[src/design/scan_port_pkg.sv]
package scan_port_pkg;
  localparam int IR_WIDTH = 3;
  localparam int ID_WIDTH = 32;
  localparam int CHAIN_LEN = 98;
  localparam logic [2:0] CODE_EXTERNAL = 3'h0;
  localparam logic [2:0] CODE_SAMPLE = 3'h4;
  localparam logic [2:0] CODE_IDENT = 3'h6;
  localparam logic [2:0] CODE_BYPASS = 3'h7;
  // Value loaded into the instruction register in capture-IR
  localparam logic [2:0] IR_CAPTURE_VALUE = 3'h1;
  localparam logic [2:0] IR_RESET_VALUE = 3'h6;
  // Identity fields: values arbitrary
  localparam logic [10:0] MAKER_CODE = 11'h123;
  localparam logic [15:0] PART_CODE = 16'hABCD;
  localparam logic [3:0] REVISION_CODE = 4'h1;
  localparam int ID_MAKER_LSB = 1;
  localparam int ID_PART_LSB = 12;
  localparam int ID_REV_LSB = 28;

  typedef enum logic [15:0] {
    ST_RESET = 16'h0001, ST_IDLE = 16'h0002, ST_SEL_DR = 16'h0004,
    ST_CAP_DR = 16'h0008, ST_SHIFT_DR = 16'h0010, ST_EXIT1_DR = 16'h0020,
    ST_PAUSE_DR = 16'h0040, ST_EXIT2_DR = 16'h0080, ST_UPD_DR = 16'h0100,
    ST_SEL_IR = 16'h0200, ST_CAP_IR = 16'h0400, ST_SHIFT_IR = 16'h0800,
    ST_EXIT1_IR = 16'h1000, ST_PAUSE_IR = 16'h2000, ST_EXIT2_IR = 16'h4000,
    ST_UPD_IR = 16'h8000
  } tap_state_t;

  typedef struct packed {
    logic testClock;
    logic modeSelect;
    logic dataIn;
  } scan_pins_t;
endpackage : scan_port_pkg

[src/design/boundary_scan_test_port.sv]
`timescale 1ns/1ps
`default_nettype none
module boundary_scan_test_port
  import scan_port_pkg::*;
#(
  parameter int CHAIN_BITS = CHAIN_LEN
) (
  input wire logic clk,
  input wire logic nrst,
  input wire logic clkEn,
  input wire scan_pins_t scanPins,
  input wire logic [CHAIN_BITS-1:0] pinCapture,
  input wire logic [CHAIN_BITS-1:0] functionalOut,
  output logic dataOut,
  output logic dataOutEn,
  output logic [CHAIN_BITS-1:0] pinDrive,
  output logic [IR_WIDTH-1:0] activeInstruction
);
  logic rstMeta, rstSync;
  logic [2:0] pinMeta, pinSync;
  logic clkPrev;
  tap_state_t state, next_state;
  logic [IR_WIDTH-1:0] irShift;
  logic [ID_WIDTH-1:0] idShift;
  logic bypassBit;
  logic [CHAIN_BITS-1:0] chainShift, chainHold;
  logic rise, fall, tms, tdi, externalMode;
  logic [ID_WIDTH-1:0] idValue;

  assign idValue = {REVISION_CODE, PART_CODE, MAKER_CODE, 1'b1};

  always_ff @(posedge clk or negedge nrst) begin
    if (!nrst) begin
      rstMeta <= 1'b0;
      rstSync <= 1'b0;
    end else begin
      rstMeta <= 1'b1;
      rstSync <= rstMeta;
    end
  end

  // Test pins are asynchronous to clk; edges found after two flops
  always_ff @(posedge clk or negedge rstSync) begin
    if (!rstSync) begin
      pinMeta <= 3'h0;
      pinSync <= 3'h0;
      clkPrev <= 1'b0;
    end else if (clkEn) begin
      pinMeta <= scanPins;
      pinSync <= pinMeta;
      clkPrev <= pinSync[2];
    end
  end

  assign rise = clkEn && pinSync[2] && !clkPrev;
  assign fall = clkEn && !pinSync[2] && clkPrev;
  assign tms = pinSync[1];
  assign tdi = pinSync[0];

  always_comb begin
    case (state)
      ST_RESET: next_state = tms ? ST_RESET : ST_IDLE;
      ST_IDLE: next_state = tms ? ST_SEL_DR : ST_IDLE;
      ST_SEL_DR: next_state = tms ? ST_SEL_IR : ST_CAP_DR;
      ST_CAP_DR: next_state = tms ? ST_EXIT1_DR : ST_SHIFT_DR;
      ST_SHIFT_DR: next_state = tms ? ST_EXIT1_DR : ST_SHIFT_DR;
      ST_EXIT1_DR: next_state = tms ? ST_UPD_DR : ST_PAUSE_DR;
      ST_PAUSE_DR: next_state = tms ? ST_EXIT2_DR : ST_PAUSE_DR;
      ST_EXIT2_DR: next_state = tms ? ST_UPD_DR : ST_SHIFT_DR;
      ST_UPD_DR: next_state = tms ? ST_SEL_DR : ST_IDLE;
      ST_SEL_IR: next_state = tms ? ST_RESET : ST_CAP_IR;
      ST_CAP_IR: next_state = tms ? ST_EXIT1_IR : ST_SHIFT_IR;
      ST_SHIFT_IR: next_state = tms ? ST_EXIT1_IR : ST_SHIFT_IR;
      ST_EXIT1_IR: next_state = tms ? ST_UPD_IR : ST_PAUSE_IR;
      ST_PAUSE_IR: next_state = tms ? ST_EXIT2_IR : ST_PAUSE_IR;
      ST_EXIT2_IR: next_state = tms ? ST_UPD_IR : ST_SHIFT_IR;
      ST_UPD_IR: next_state = tms ? ST_SEL_DR : ST_IDLE;
      default: next_state = ST_RESET;
    endcase
  end

  always_ff @(posedge clk or negedge rstSync) begin
    if (!rstSync) begin
      state <= ST_RESET;
    end else if (rise) begin
      state <= next_state;
    end
  end

  always_ff @(posedge clk or negedge rstSync) begin
    if (!rstSync) begin
      irShift <= IR_RESET_VALUE;
      activeInstruction <= IR_RESET_VALUE;
    end else if (rise) begin
      case (state)
        ST_RESET: activeInstruction <= IR_RESET_VALUE;
        ST_CAP_IR: irShift <= IR_CAPTURE_VALUE;
        ST_SHIFT_IR: irShift <= {tdi, irShift[IR_WIDTH-1:1]};
        ST_UPD_IR: activeInstruction <= irShift;
        default: irShift <= irShift;
      endcase
    end
  end

  always_ff @(posedge clk or negedge rstSync) begin
    if (!rstSync) begin
      idShift <= '0;
      bypassBit <= 1'b0;
      chainShift <= '0;
    end else if (rise) begin
      if (state == ST_CAP_DR) begin
        idShift <= idValue;
        bypassBit <= 1'b0;
        chainShift <= pinCapture;
      end else if (state == ST_SHIFT_DR) begin
        case (activeInstruction)
          CODE_EXTERNAL, CODE_SAMPLE:
            chainShift <= {tdi, chainShift[CHAIN_BITS-1:1]};
          CODE_IDENT: idShift <= {tdi, idShift[ID_WIDTH-1:1]};
          default: bypassBit <= tdi;
        endcase
      end
    end
  end

  always_ff @(posedge clk or negedge rstSync) begin
    if (!rstSync) begin
      chainHold <= '0;
    end else if (rise && state == ST_UPD_DR &&
                 (activeInstruction == CODE_EXTERNAL ||
                  activeInstruction == CODE_SAMPLE)) begin
      chainHold <= chainShift;
    end
  end

  assign externalMode = (activeInstruction == CODE_EXTERNAL);

  always_ff @(posedge clk or negedge rstSync) begin
    if (!rstSync) begin
      pinDrive <= '0;
    end else if (clkEn) begin
      // Sample keeps the functional path on the pins
      pinDrive <= externalMode ? chainHold : functionalOut;
    end
  end

  // Output changes on falling test clock, as the far end samples on rise
  always_ff @(posedge clk or negedge rstSync) begin
    if (!rstSync) begin
      dataOut <= 1'b0;
      dataOutEn <= 1'b0;
    end else if (fall) begin
      dataOutEn <= (state == ST_SHIFT_DR) || (state == ST_SHIFT_IR);
      if (state == ST_SHIFT_IR) begin
        dataOut <= irShift[0];
      end else begin
        case (activeInstruction)
          CODE_EXTERNAL, CODE_SAMPLE: dataOut <= chainShift[0];
          CODE_IDENT: dataOut <= idShift[0];
          default: dataOut <= bypassBit;
        endcase
      end
    end
  end
endmodule : boundary_scan_test_port
`default_nettype wire

[config.mk]
export PLATFORM = sky130hd
export DESIGN_NAME = boundary_scan_test_port
export DESIGN_NICKNAME = d
export VERILOG_FILES = /design/src/design/scan_port_pkg.sv /design/src/design/boundary_scan_test_port.sv
export SDC_FILE = /design/constraint.sdc
export NUM_CORES = 1
export LEC_CHECK = 0
export ABC_AREA = 1
export BUFFER_PORTS_ARGS = -buffer_cell sky130_fd_sc_hd__buf_2
export CAP_MARGIN = 20
export CORE_UTILIZATION = 30
export CTS_BUF_LIST = sky130_fd_sc_hd__clkbuf_4 sky130_fd_sc_hd__clkbuf_8
export DETAILED_ROUTE_END_ITERATION = 6
export GPL_ROUTABILITY_DRIVEN = 0
export PLACE_DENSITY = 0.46
export SETUP_SLACK_MARGIN = 0.5
export SLEW_MARGIN = 20
export SYNTH_ARGS = -nofsm -noshare
export SYNTH_HDL_FRONTEND = slang
export SYNTH_SLANG_ARGS = --single-unit
[constraint.sdc]
create_clock -name clk -period 20.1 [get_ports clk]
set_clock_uncertainty 0.05 [all_clocks]
set_input_delay 2.01 -clock clk [delete_from_list [all_inputs] [get_ports clk]]
set_output_delay 2.01 -clock clk [all_outputs]
set_load 0.02 [all_outputs]
# ---- Word level (Yosys, flattened, before mapping)
# Cells that the tools add are included.
dict set report word_totals {
  register_bits 360
  output_inout_bits 103
}
dict set report op_classes {
  n_eq_ne 19
  n_mux 27
  reduce_logical 26
}
# cell count
set ops {}
lappend ops {{98-bit 2-to-1 mux} 4}
lappend ops {{16-bit case mux with 12 select lines} 1}
lappend ops {{32-bit 2-to-1 mux} 3}
lappend ops {{16-bit 2-to-1 mux} 2}
lappend ops {{9-bit 2-to-1 mux} 2}
lappend ops {{16-bit by 1-bit equality test with 1-bit output (second input constant)} 1}
lappend ops {{16-bit by 10-bit equality test with 1-bit output (second input constant)} 1}
lappend ops {{16-bit by 11-bit equality test with 1-bit output (second input constant)} 1}
lappend ops {{16-bit by 12-bit equality test with 1-bit output (second input constant)} 1}
lappend ops {{16-bit by 13-bit equality test with 1-bit output (second input constant)} 1}
lappend ops {{16-bit by 14-bit equality test with 1-bit output (second input constant)} 1}
lappend ops {{16-bit by 15-bit equality test with 1-bit output (second input constant)} 1}
lappend ops {{16-bit equality test (second input constant)} 1}
lappend ops {{16-bit by 2-bit equality test with 1-bit output (second input constant)} 1}
lappend ops {{16-bit by 3-bit equality test with 1-bit output (second input constant)} 1}
lappend ops {{16-bit by 4-bit equality test with 1-bit output (second input constant)} 1}
lappend ops {{16-bit by 5-bit equality test with 1-bit output (second input constant)} 1}
lappend ops {{16-bit by 6-bit equality test with 1-bit output (second input constant)} 1}
lappend ops {{16-bit by 7-bit equality test with 1-bit output (second input constant)} 1}
lappend ops {{16-bit by 8-bit equality test with 1-bit output (second input constant)} 1}
lappend ops {{16-bit by 9-bit equality test with 1-bit output (second input constant)} 1}
lappend ops {{15-bit 2-to-1 mux} 1}
lappend ops {{13-bit 2-to-1 mux} 1}
lappend ops {{3-bit case mux with 2 select lines} 2}
lappend ops {{other kinds (19)} 40}

# ---- Depth between registers and ports, before layout
# Gate-level depths: netlist (run 1).
dict set report logic_depth {
  word_depth 5
  ltp_mapped 13
  depth_no_buf 11
}

# ---- Worst setup path after synthesis (run 1)
# No wires, ideal clock.
dict set report synth_path {
  path_kind {in2reg}
  start {input port clkEn}
  end {register chainHold[55]}
  setup_time_ns 0.132
  arrival_ns 3.276
  required_ns 19.918
  slack_ns 16.642
  stages 10
  cell_sequence {buf_2 nand2_1 nor2_1 inv_1 nor2_1 nand3_2 buf_2 clkbuf_1 nand2_1 o21ai_0}
}
dict set report synth_via {
  elab_chain_cells 4
}
# element line_no
set synth_rtl {}
lappend synth_rtl {{start, declared} boundary_scan_test_port.sv:10} ;# input wire logic clkEn,
lappend synth_rtl {{1-bit logical AND (2 in a row)} boundary_scan_test_port.sv:55} ;# assign rise = clkEn && pinSync[2] && !clkPrev;
lappend synth_rtl {{1-bit logical AND (2 in a row)} boundary_scan_test_port.sv:129} ;# end else if (rise && state == ST_UPD_DR &&
lappend synth_rtl {{end signal, assigned} boundary_scan_test_port.sv:132} ;# chainHold <= chainShift;
lappend synth_rtl {{end, declared} boundary_scan_test_port.sv:26} ;# logic [CHAIN_BITS-1:0] chainShift, chainHold;
# Every way passes these cells.
# A chain may end at the register's enable or synchronous reset.

# ---- Worst setup path after layout (run 1)
dict set report layout_path {
  start {input port clkEn}
  end {register chainShift[39]}
}
dict set report layout_via {
  elab_chain_cells 3
}
# element line_no
set layout_rtl {}
lappend layout_rtl {{1-bit logical AND (2 in a row)} boundary_scan_test_port.sv:55}
lappend layout_rtl {{3-bit AND reduction (no line)} -}
lappend layout_rtl {{end signal, assigned} boundary_scan_test_port.sv:114} ;# chainShift <= pinCapture;
lappend layout_rtl {{end signal, assigned} boundary_scan_test_port.sv:118} ;# chainShift <= {tdi, chainShift[CHAIN_BITS-1:1]};
lappend layout_rtl {{end, declared} boundary_scan_test_port.sv:26}
# Every way passes these cells.

==> metrics.cfg, run 1 <==
[cts]
post_cts_buffers = 0
cts_tree = done
numCtsBuffers = 68
hold_buffers = 0
cts_resized = 0
clock-sinks = 360
cts_buffer_depth = 3
h-tree-depth = 3
cts_root_buf = clkbuf_8
clock_latency_ns = 0.63
clk_pin_slew_ns = 0.06

[worst_setup_path]
crit_slowest_cell = buf_4
r2r_end = chainShift[39]
worstPathArrival_ns = 4.74
end_kind = register
critPathRequiredTime_ns = 20.50
start_kind = input port
crit_top_cell = buf_4
reg2reg_depth = 9
reg2reg_from = state[13]
path_cells = buf_4, nand2_1, nor2_1, buf_4, nand2_1, a21oi_4, buf_4, o21ai_0
endpoint = chainShift[39]
max_stage_delay_ns = 0.83
critPathKind = input port to register
crit_path_max_fanout = 100
startpoint = clkEn
reg2reg_setup_slack_ns = 16.36

[layout]
final_util = 0.369
fillCellCount = 5444
final_nets = 2326
final_area_mm2 = 0.0189
drive_above_1_share = 0.210
areaGrowthSynthToFinish_pct = 21.6

[synthesis]
ys_ff_latch = 360
yosysTopAreaCellShare = 0.570
avgSynthCellArea_um2 = 8.40
synth_warnings = 0
yosysSeqAreaShare = 0.579
postSynthCellCount = 1854
syn_nets = 2056
yosys-top-cells-count = nand2_1 (503), o21ai_0 (427), dfrtp_1 (355), nor2_1 (148), inv_1 (129)
syn-cell-area_mm2 = 0.0156
synth_edf_count = 0
yosysTopAreaCell = dfrtp_1
synth_ff_type = dfrtp_1
yosysMostFrequentCell = nand2_1
synth_area_leaders = dfrtp_1 (57%), o21ai_0 (14%), nand2_1 (12%), nor2_1 (3.6%), o21ai_1 (3.5%)
synthArstFlopShare = 1.00
synth_cell_types = 30

[detailed_routing]
via_per_inst = 4.61
via_count = 13147
ant_nets = 0
drc = 0
drt_iter0_drc = 733
wl_um = 44300
first_pass_iters = 5
wl_per_cell_um = 15.5

[global_route]
grt_antenna_before_repair = 10
grt_max_degree = 142
grt_pass1_vias = 13117
grt_usage = 0.169
gr-total-overflow = 0
grt_first_pass_wirelength_um = 71400

[floorplan]
rows = 83
initial_core_util = 0.304
die_y_um = 230
core_region_area_mm2 = 0.0513
dieArea_mm2 = 0.0528
ios = 305
die_width_um = 230

[timing]
tightest_slew_ns = 1.06
rsz0062_at_grt = no
period_share = 0.216
finalHoldViolCount = 0
min_period_ns = 4.34
fmaxAchievable_mhz = 230
drv_slew = 0
setup_viol = 0
setup_tns_ns = 0
relSlewSlack = 0.291

[hold_path]
worstHoldPathType = register to register
hold_start = rstMeta

[outcome]
status = complete, no violations

[placed_design]
placed_cell_area_mm2 = 0.0175
hpwlAfterDp_um = 28100
port_buffers = 304

[pwr]
vdd_drop_max_uv = 50.9
p_per_area_mw_per_mm2 = 89.6
p_leak_nw = 9.18

[job]
drv_cap = 0

-- placed cells by master, fill, tap and decap left out, types with 8 or more instances in the layout --
cell | netlist | layout
o21ai_0 | 427 | 427
inv_1 | 129 | 128
nand2_1 | 503 | 503
nand3_1 | 13 | 13
clkbuf_4 | 0 | 25
nor2_1 | 148 | 148
o22ai_1 | 8 | 8
o21ai_1 | 108 | 108
clkbuf_8 | 0 | 85
buf_4 | 22 | 11
dfrtp_1 | 355 | 354
a21oi_1 | 8 | 8
buf_2 | 20 | 303
-- power breakdown --
part           switching [mW]  leakage (nW)  internal [mW]  total [mW]
clock network           0.313         0.731          0.424       0.738
logic                   0.119          4.15         0.0596       0.179
registers              0.0214          4.30          0.759       0.781
total                   0.454          9.18           1.24        1.70
-- sequential cells by signal, indices dropped and copies added, names as in the netlist --
signal             count
chainShift            98
bypassBit              1
rstMeta                1
activeInstruction      3
pinDrive              98
rstSync                1
pinMeta                3
dataOut                1
state                 16
clkPrev                1
idShift               32
chainHold             98
dataOutEn              1
pinSync                3
irShift                3
-- how the worst min path moves through the flow --
stage	end	slack, ns	cells after the start
3_3_place_gp	rstSync	0.29	0
3_5_place_dp	rstSync	0.29	0
6_report	rstSync	0.30	0
5_1_grt	rstSync	0.32	0
4_1_cts	rstSync	0.31	0
2_1_floorplan	rstSync	0.28	0
-- metal layers --
metal,vias to the layer above,part of all wire,GRT usage
met5,-,0.0020,0
met1,6216,0.47,0.225
met4,14,0.020,0.0590
li1,6535,-,-
met3,66,0.059,0.0424
met2,316,0.45,0.266
-- stage by stage --
step	std cells	hold slack (ns)	total power, mW	setup slack, ns
2_1_floorplan	1854	0.281	0.901	9.28
3_3_place_gp	2733	0.291	0.973	15.06
3_5_place_dp	2733	0.291	0.974	15.00
4_1_cts	2848	0.307	1.74	15.70
5_1_grt	2850	0.320	1.79	15.48
6_report	2850	0.304	1.70	15.76
-- cell type report --
cell class                      count  area (um^2)  share of cell area
Sequential cell                   360         9020               0.476
Multi-Input combinational cell   1244         5500               0.290
Timing Repair Buffer              318         1670              0.0881
Clock buffer                      110         1360              0.0717
Tap cell                          680          851              0.0449
Inverter                          132          505              0.0267
Clock inverter                      5         38.8             0.00205
Antenna cell                        1         2.50            0.000132
-- critical path, delay by kind of cell --
family / cells / cell delay (ns)
compound gates: 2 / 0.90
simple gates: 3 / 0.33
buf+inv: 3 / 1.35
-- cells by family after synthesis --
family / after synthesis / share of synthesized area
compound gates: 558 / 0.182
buf+inv: 250 / 0.0691
flops: 360 / 0.579
other cells: 1 / 0.000241
simple gates: 685 / 0.170
(Power assumes the default switching activity.)
==> run 2: changes to the inputs <==
--- a/config.mk
+++ b/config.mk
@@ -12,7 +12,7 @@
 export CTS_BUF_LIST = sky130_fd_sc_hd__clkbuf_4 sky130_fd_sc_hd__clkbuf_8
 export DETAILED_ROUTE_END_ITERATION = 6
 export GPL_ROUTABILITY_DRIVEN = 0
-export PLACE_DENSITY = 0.46
+export PLACE_DENSITY = 0.47
 export SETUP_SLACK_MARGIN = 0.5
 export SLEW_MARGIN = 20
 export SYNTH_ARGS = -nofsm -noshare
==> constraint.sdc (replaced) <==
create_clock -name clk -period 3.9 [get_ports clk]
set_clock_uncertainty 0.05 [all_clocks]
set_input_delay 0.39 -clock clk [delete_from_list [all_inputs] [get_ports clk]]
set_output_delay 0.39 -clock clk [all_outputs]
set_load 0.02 [all_outputs]
==> metrics.cfg, run 2 (synthesis results as in run 1) <==
[floorplan]
die_y_um = 230  ; unchanged
core_region_area_mm2 = 0.0513  ; unchanged
rows = 83  ; unchanged
initial_core_util = 0.304  ; unchanged
ios = 305  ; unchanged
dieArea_mm2 = 0.0528  ; unchanged
die_width_um = 230  ; unchanged

[placed_design]
dp.cells = 2745  ; +0.44%
hpwlAfterDp_um = 29500  ; +4.7%
port_buffers = 304  ; unchanged

[layout]
multi_input_area_mm2 = 0.00550  ; unchanged
sequential_cell_area_mm2 = 0.00902  ; unchanged
final_common_cell = nand2_1
drive_above_1_share = 0.201  ; -0.00946
stdcell_count = 3019  ; +5.9%
layout_common_cells = nand2_1 (503), o21ai_0 (427), dfrtp_1 (354)
areaGrowthSynthToFinish_pct = 32.8
final_util = 0.403  ; +0.0340
fillCellCount = 5238  ; -3.8%
largest_registers = chainHold x98, chainShift x98, pinDrive x98
final_nets = 2491  ; +7.1%

[pwr]
sw_frac_of_total = 0.265  ; -0.00280
p_leak_nw = 9.93  ; +8.1%
internal-power_mw = 6.63  ; +430%
vdd_drop_max_uv = 191  ; +280%
p_switching_mw = 2.39  ; +430%
power_frac_seq = 0.447  ; -0.013
clockPowerShare = 0.435  ; about the same
combPwrFrac = 0.119  ; +0.014
p_per_area_mw_per_mm2 = 436  ; +390%
p_total_mw = 9.02  ; +430%

[cts]
clock_latency_ns = 0.61  ; -0.02 ns
cts_tree = done
h-tree-depth = 3  ; unchanged
cts_buffer_depth = 3  ; unchanged
cts_root_buf = clkbuf_8
clk_pin_slew_ns = 0.06  ; about the same
clock-sinks = 360  ; unchanged
numCtsBuffers = 68  ; unchanged

[worst_setup_path]
path_cells = nor2_2, nand2_2, nor2_8, nand2_2, nand2_2, nand2_1, a21oi_4, buf_12, nand2_1, o21ai_1
reg2reg_setup_slack_ns = 1.19  ; -15.17 ns
reg2reg_depth = 10  ; +1
end_kind = register
critPathKind = register to register
crit_path_max_fanout = 150  ; +50%
max_stage_delay_ns = 0.42  ; -0.41 ns
reg2reg_from = state[9]
cpLargestDelayFamily = simple AND/OR/NAND/NOR gates
crit_top_cell = nand2_2
timing.critical_path.buf_inv = 1  ; -2
crit_slowest_cell = buf_12
worstPathArrival_ns = 3.19  ; -1.55 ns
r2r_end = chainShift[25]
critPathRequiredTime_ns = 4.38  ; -16.12 ns
start_kind = register
path_depth = 10  ; +2

[detailed_routing]
wl_um = 46100  ; +4.1%
first_pass_iters = 6  ; +1
ant_nets = 0  ; unchanged
via_per_inst = 4.61  ; about the same
drt_iter0_drc = 780  ; +6.4%
drc = 0  ; unchanged
wl_per_cell_um = 15.3  ; -1.7%
via_count = 13913  ; +5.8%

[hold_path]
hold_depth = 5  ; +5
worstHoldPathType = input port to register
hold_start = pinCapture[33]
hold_end = chainShift[33]

[timing]
relSlewSlack = 0.285  ; -0.00601
rsz0062_at_grt = no
finalHoldViolCount = 0  ; unchanged
min_period_ns = 2.71
drv_slew = 0  ; unchanged
setup_tns_ns = 0  ; unchanged
whs_ns = 0.0719  ; -0.232 ns
tightest_slew_ns = 1.07  ; +0.00901 ns
period_share = 0.695
fmaxAchievable_mhz = 369
setup_viol = 0  ; unchanged

[global_route]
grt_usage = 0.178  ; +0.00930
grt_max_degree = 151  ; +6.3%
gr-total-overflow = 0  ; unchanged
grt_antenna_before_repair = 10  ; unchanged
grt_pass1_vias = 13632  ; +3.9%
grt_first_pass_wirelength_um = 74700  ; +4.6%

[outcome]
status = complete, no violations

[job]
drv_cap = 0  ; unchanged

==> run 2: through the flow <==
stage	area [um^2]	setup WS (ns)
floorplan	15600	0.301
global placement	17700	1.21
detailed placement	17700	1.19
CTS	20700	1.19
global route	20700	0.908
finish	20700	1.19
==> run 2: worst max path at each step <==
stage,to,startpoint
3_3_place_gp,chainHold[0],clkEn
4_1_cts,chainShift[34],state[9]
6_report,chainShift[25],state[9]
5_1_grt,chainShift[12],state[9]
2_1_floorplan,activeInstruction[0],rstSync
3_5_place_dp,chainHold[1],clkEn
==> run 2: power by group through the flow <==
stage	registers, mW	clock network (mW)	logic (mW)
after detailed placement	4.09	0	0.959
after floorplan	4.24	0	0.399
after global placement	4.08	0	0.954
after CTS	4.03	4.10	1.09
final	4.03	3.92	1.07
after global routing	4.05	4.27	1.19
==> run 2: routing by layer <==
layer | global-route usage | wire length (um) | up-vias
li1 | - | - | 6874
met1 | 0.237 | 20900 | 6567
met2 | 0.278 | 21200 | 367
met3 | 0.0437 | 2730 | 89
met4 | 0.0706 | 1210 | 16
met5 | 0 | 107 | -
==> run 2: cell type report <==
cell class              instances  area share
diodes                          3    0.000363
clock buffers                 109      0.0668
clock inverters                 8     0.00381
inverters                     132      0.0244
multi-input cells            1244       0.266
flip-flops and latches        360       0.436
well taps                     680      0.0411
repair buffers                483       0.162
==> run 2: timing repair <==
| item | in CTS | in global routing |
|---|---|---|
| hold endpoints to repair | 154 | 0 |
| buffers inserted | 0 | 0 |
| hold buffers | 154 | 0 |
| gates resized for setup | 0 | 0 |
| setup endpoints to repair | 0 | 0 |
==> run 2: worst min-delay path: cells and delay by family <==
family                 cells  cell delay [ns]
AO/OA/AOI/OAI              2             0.13
AND/OR/NAND/NOR            2             0.09
buffers and inverters      1             0.08
==> run 3: changes to the inputs <==
==> constraint.sdc (replaced) <==
create_clock -name clk -period 2.3 [get_ports clk]
set_clock_uncertainty 0.05 [all_clocks]
set_input_delay 0.23 -clock clk [delete_from_list [all_inputs] [get_ports clk]]
set_output_delay 0.23 -clock clk [all_outputs]
set_load 0.02 [all_outputs]
==> metrics.cfg, run 3 (synthesis results as in run 1) <==
[worst_setup_path]
crit_path_max_fanout = 7  ; -95%
startpoint = state[13]
reg2reg_from = state[13]
reg2reg_depth = 11  ; +1
reg2reg_setup_slack_ns = 0.28  ; -0.91 ns
start_kind = register
worstPathArrival_ns = 2.46  ; -0.73 ns
critPathKind = register to register
end_kind = register
critPathRequiredTime_ns = 2.75  ; -1.63 ns
r2r_end = chainHold[51]

[global_route]
grt_pass1_vias = 14855  ; +9.0%
gr-total-overflow = 0  ; unchanged
grt_usage = 0.194  ; +0.0158
grt_first_pass_wirelength_um = 81100  ; +8.7%
grt_antenna_before_repair = 6  ; -4
grt_max_degree = 95  ; -37%

[cts]
cts_root_buf = clkbuf_8
cts_tree = done
cts_buffer_depth = 3  ; unchanged
numCtsBuffers = 67  ; -1.5%
clock-sinks = 360  ; unchanged
clock_latency_ns = 0.63  ; +0.02 ns
h-tree-depth = 3  ; unchanged
clk_pin_slew_ns = 0.06  ; about the same

[floorplan]
rows = 83  ; unchanged
core_region_area_mm2 = 0.0513  ; unchanged
initial_core_util = 0.304  ; unchanged
ios = 305  ; unchanged
dieArea_mm2 = 0.0528  ; unchanged
die_width_um = 230  ; unchanged
die_y_um = 230  ; unchanged

[layout]
largest_registers = chainHold x98, chainShift x98, pinDrive x98
drive_above_1_share = 0.346  ; +0.145
final_nets = 2676  ; +7.4%
areaGrowthSynthToFinish_pct = 60.1
stdcell_count = 3196  ; +5.9%
final_common_cell = nand2_1
layout_common_cells = nand2_1 (360), dfrtp_1 (354), o21ai_0 (310)

[placed_design]
dp.cells = 2771  ; +0.95%
hpwlAfterDp_um = 30200  ; +2.4%
port_buffers = 304  ; unchanged

[detailed_routing]
via_per_inst = 4.72  ; +2.4%
via_count = 15079  ; +8.4%
ant_nets = 0  ; unchanged
wl_per_cell_um = 18.0  ; +18%
drc = 0  ; unchanged
wl_um = 57400  ; +24%
drt_iter0_drc = 788  ; +1.0%
first_pass_iters = 7  ; +1

[timing]
drv_slew = 0  ; unchanged
period_share = 0.877  ; +0.182
min_period_ns = 2.02  ; -0.695 ns
finalHoldViolCount = 0  ; unchanged
relSlewSlack = 0.344  ; +0.0591
setup_viol = 0  ; unchanged
tightest_slew_ns = 0.984  ; -0.0886 ns
setup_tns_ns = 0  ; unchanged
rsz0062_at_grt = yes
fmaxAchievable_mhz = 496  ; +34%

[job]
drv_cap = 0  ; unchanged

[pwr]
vdd_drop_max_uv = 317  ; +66%
p_leak_nw = 11.7  ; +18%
p_per_area_mw_per_mm2 = 635  ; +46%

[outcome]
status = complete, no violations

[hold_path]
worstHoldPathType = register to asynchronous set/reset pin

==> run 3: cell types whose count changed in the layout (fill, tap and decap cells not counted), sizes merged <==
cell and change:
clkbuf +27, buf +102, inv +1, clkinvlp -4, diode -1, bufbuf +2
dlygate4sd3 +48, bufinv +1, clkinv +1
==> run 3: area by class of cell <==
| class | count | area (um^2) |
|---|---|---|
| clock inverter | 5 | 78.8 |
| antenna | 2 | 5.00 |
| fill | 4819 | 26400 |
| timing repair buffer | 667 | 6320 |
| inverter | 132 | 532 |
| multi-input combinational | 1244 | 6810 |
| tap | 680 | 851 |
| timing repair inverter | 2 | 17.5 |
| clock buffer | 104 | 1300 |
| sequential | 360 | 9020 |
==> run 3: per-stage QoR <==
step / hold WS, ns / area, um^2 / total power [mW] / utilization / setup WS, ns
6_report: 0.214 / 24900 / 15.8 / 0.486 / 0.284
5_1_grt: 0.243 / 24900 / 16.6 / 0.486 / 0.192
4_1_cts: 0.233 / 22600 / 15.8 / 0.440 / 0.330
3_5_place_dp: -0.0324 / 18000 / 8.61 / 0.352 / 0.135
3_3_place_gp: -0.0340 / 18000 / 8.59 / 0.352 / 0.172
2_1_floorplan: -0.116 / 15700 / 7.88 / - / -1.30
==> run 3: power by group <==
part           switching, mW  internal [mW]  total, mW  leakage, nW
registers              0.210           6.63       6.84         4.30
logic                   1.38           1.09       2.47         6.71
clock network           2.73           3.78       6.51        0.734
total                   4.32           11.5       15.8         11.7
==> run 3: worst max-delay path by stage <==
stage / cells past startpoint / to
4_1_cts: 13 / chainShift[61]
5_1_grt: 11 / chainHold[52]
3_3_place_gp: 10 / chainShift[43]
2_1_floorplan: 0 / activeInstruction[0]
6_report: 11 / chainHold[51]
3_5_place_dp: 10 / chainShift[43]
==> run 3: worst max-delay path, cell delays in order (launching register included) <==
cell,delay [ns]
dfrtp_1,0.41
nor2_4,0.16
nand2_4,0.09
buf_4,0.14
buf_6,0.12
nor2_4,0.14
nand3_4,0.20
buf_6,0.21
buf_12,0.13
buf_16,0.15
nand2_2,0.05
o21ai_1,0.05
==> run 3: timing repair <==
action,4_1_cts,5_1_grt
hold buffers,202,0
setup endpoints to repair,242,283
resized for setup,88,474
cloned,19,39
pin swaps,16,31
setup buffers,37,17
hold endpoints to repair,202,0
==> run 3: metal layers <==
layer | up-vias | GRT usage | wire, um
li1 | 7287 | - | -
met1 | 7268 | 0.251 | 25300
met2 | 398 | 0.316 | 27700
met3 | 116 | 0.0410 | 2790
met4 | 10 | 0.0776 | 1550
met5 | - | 0 | 61
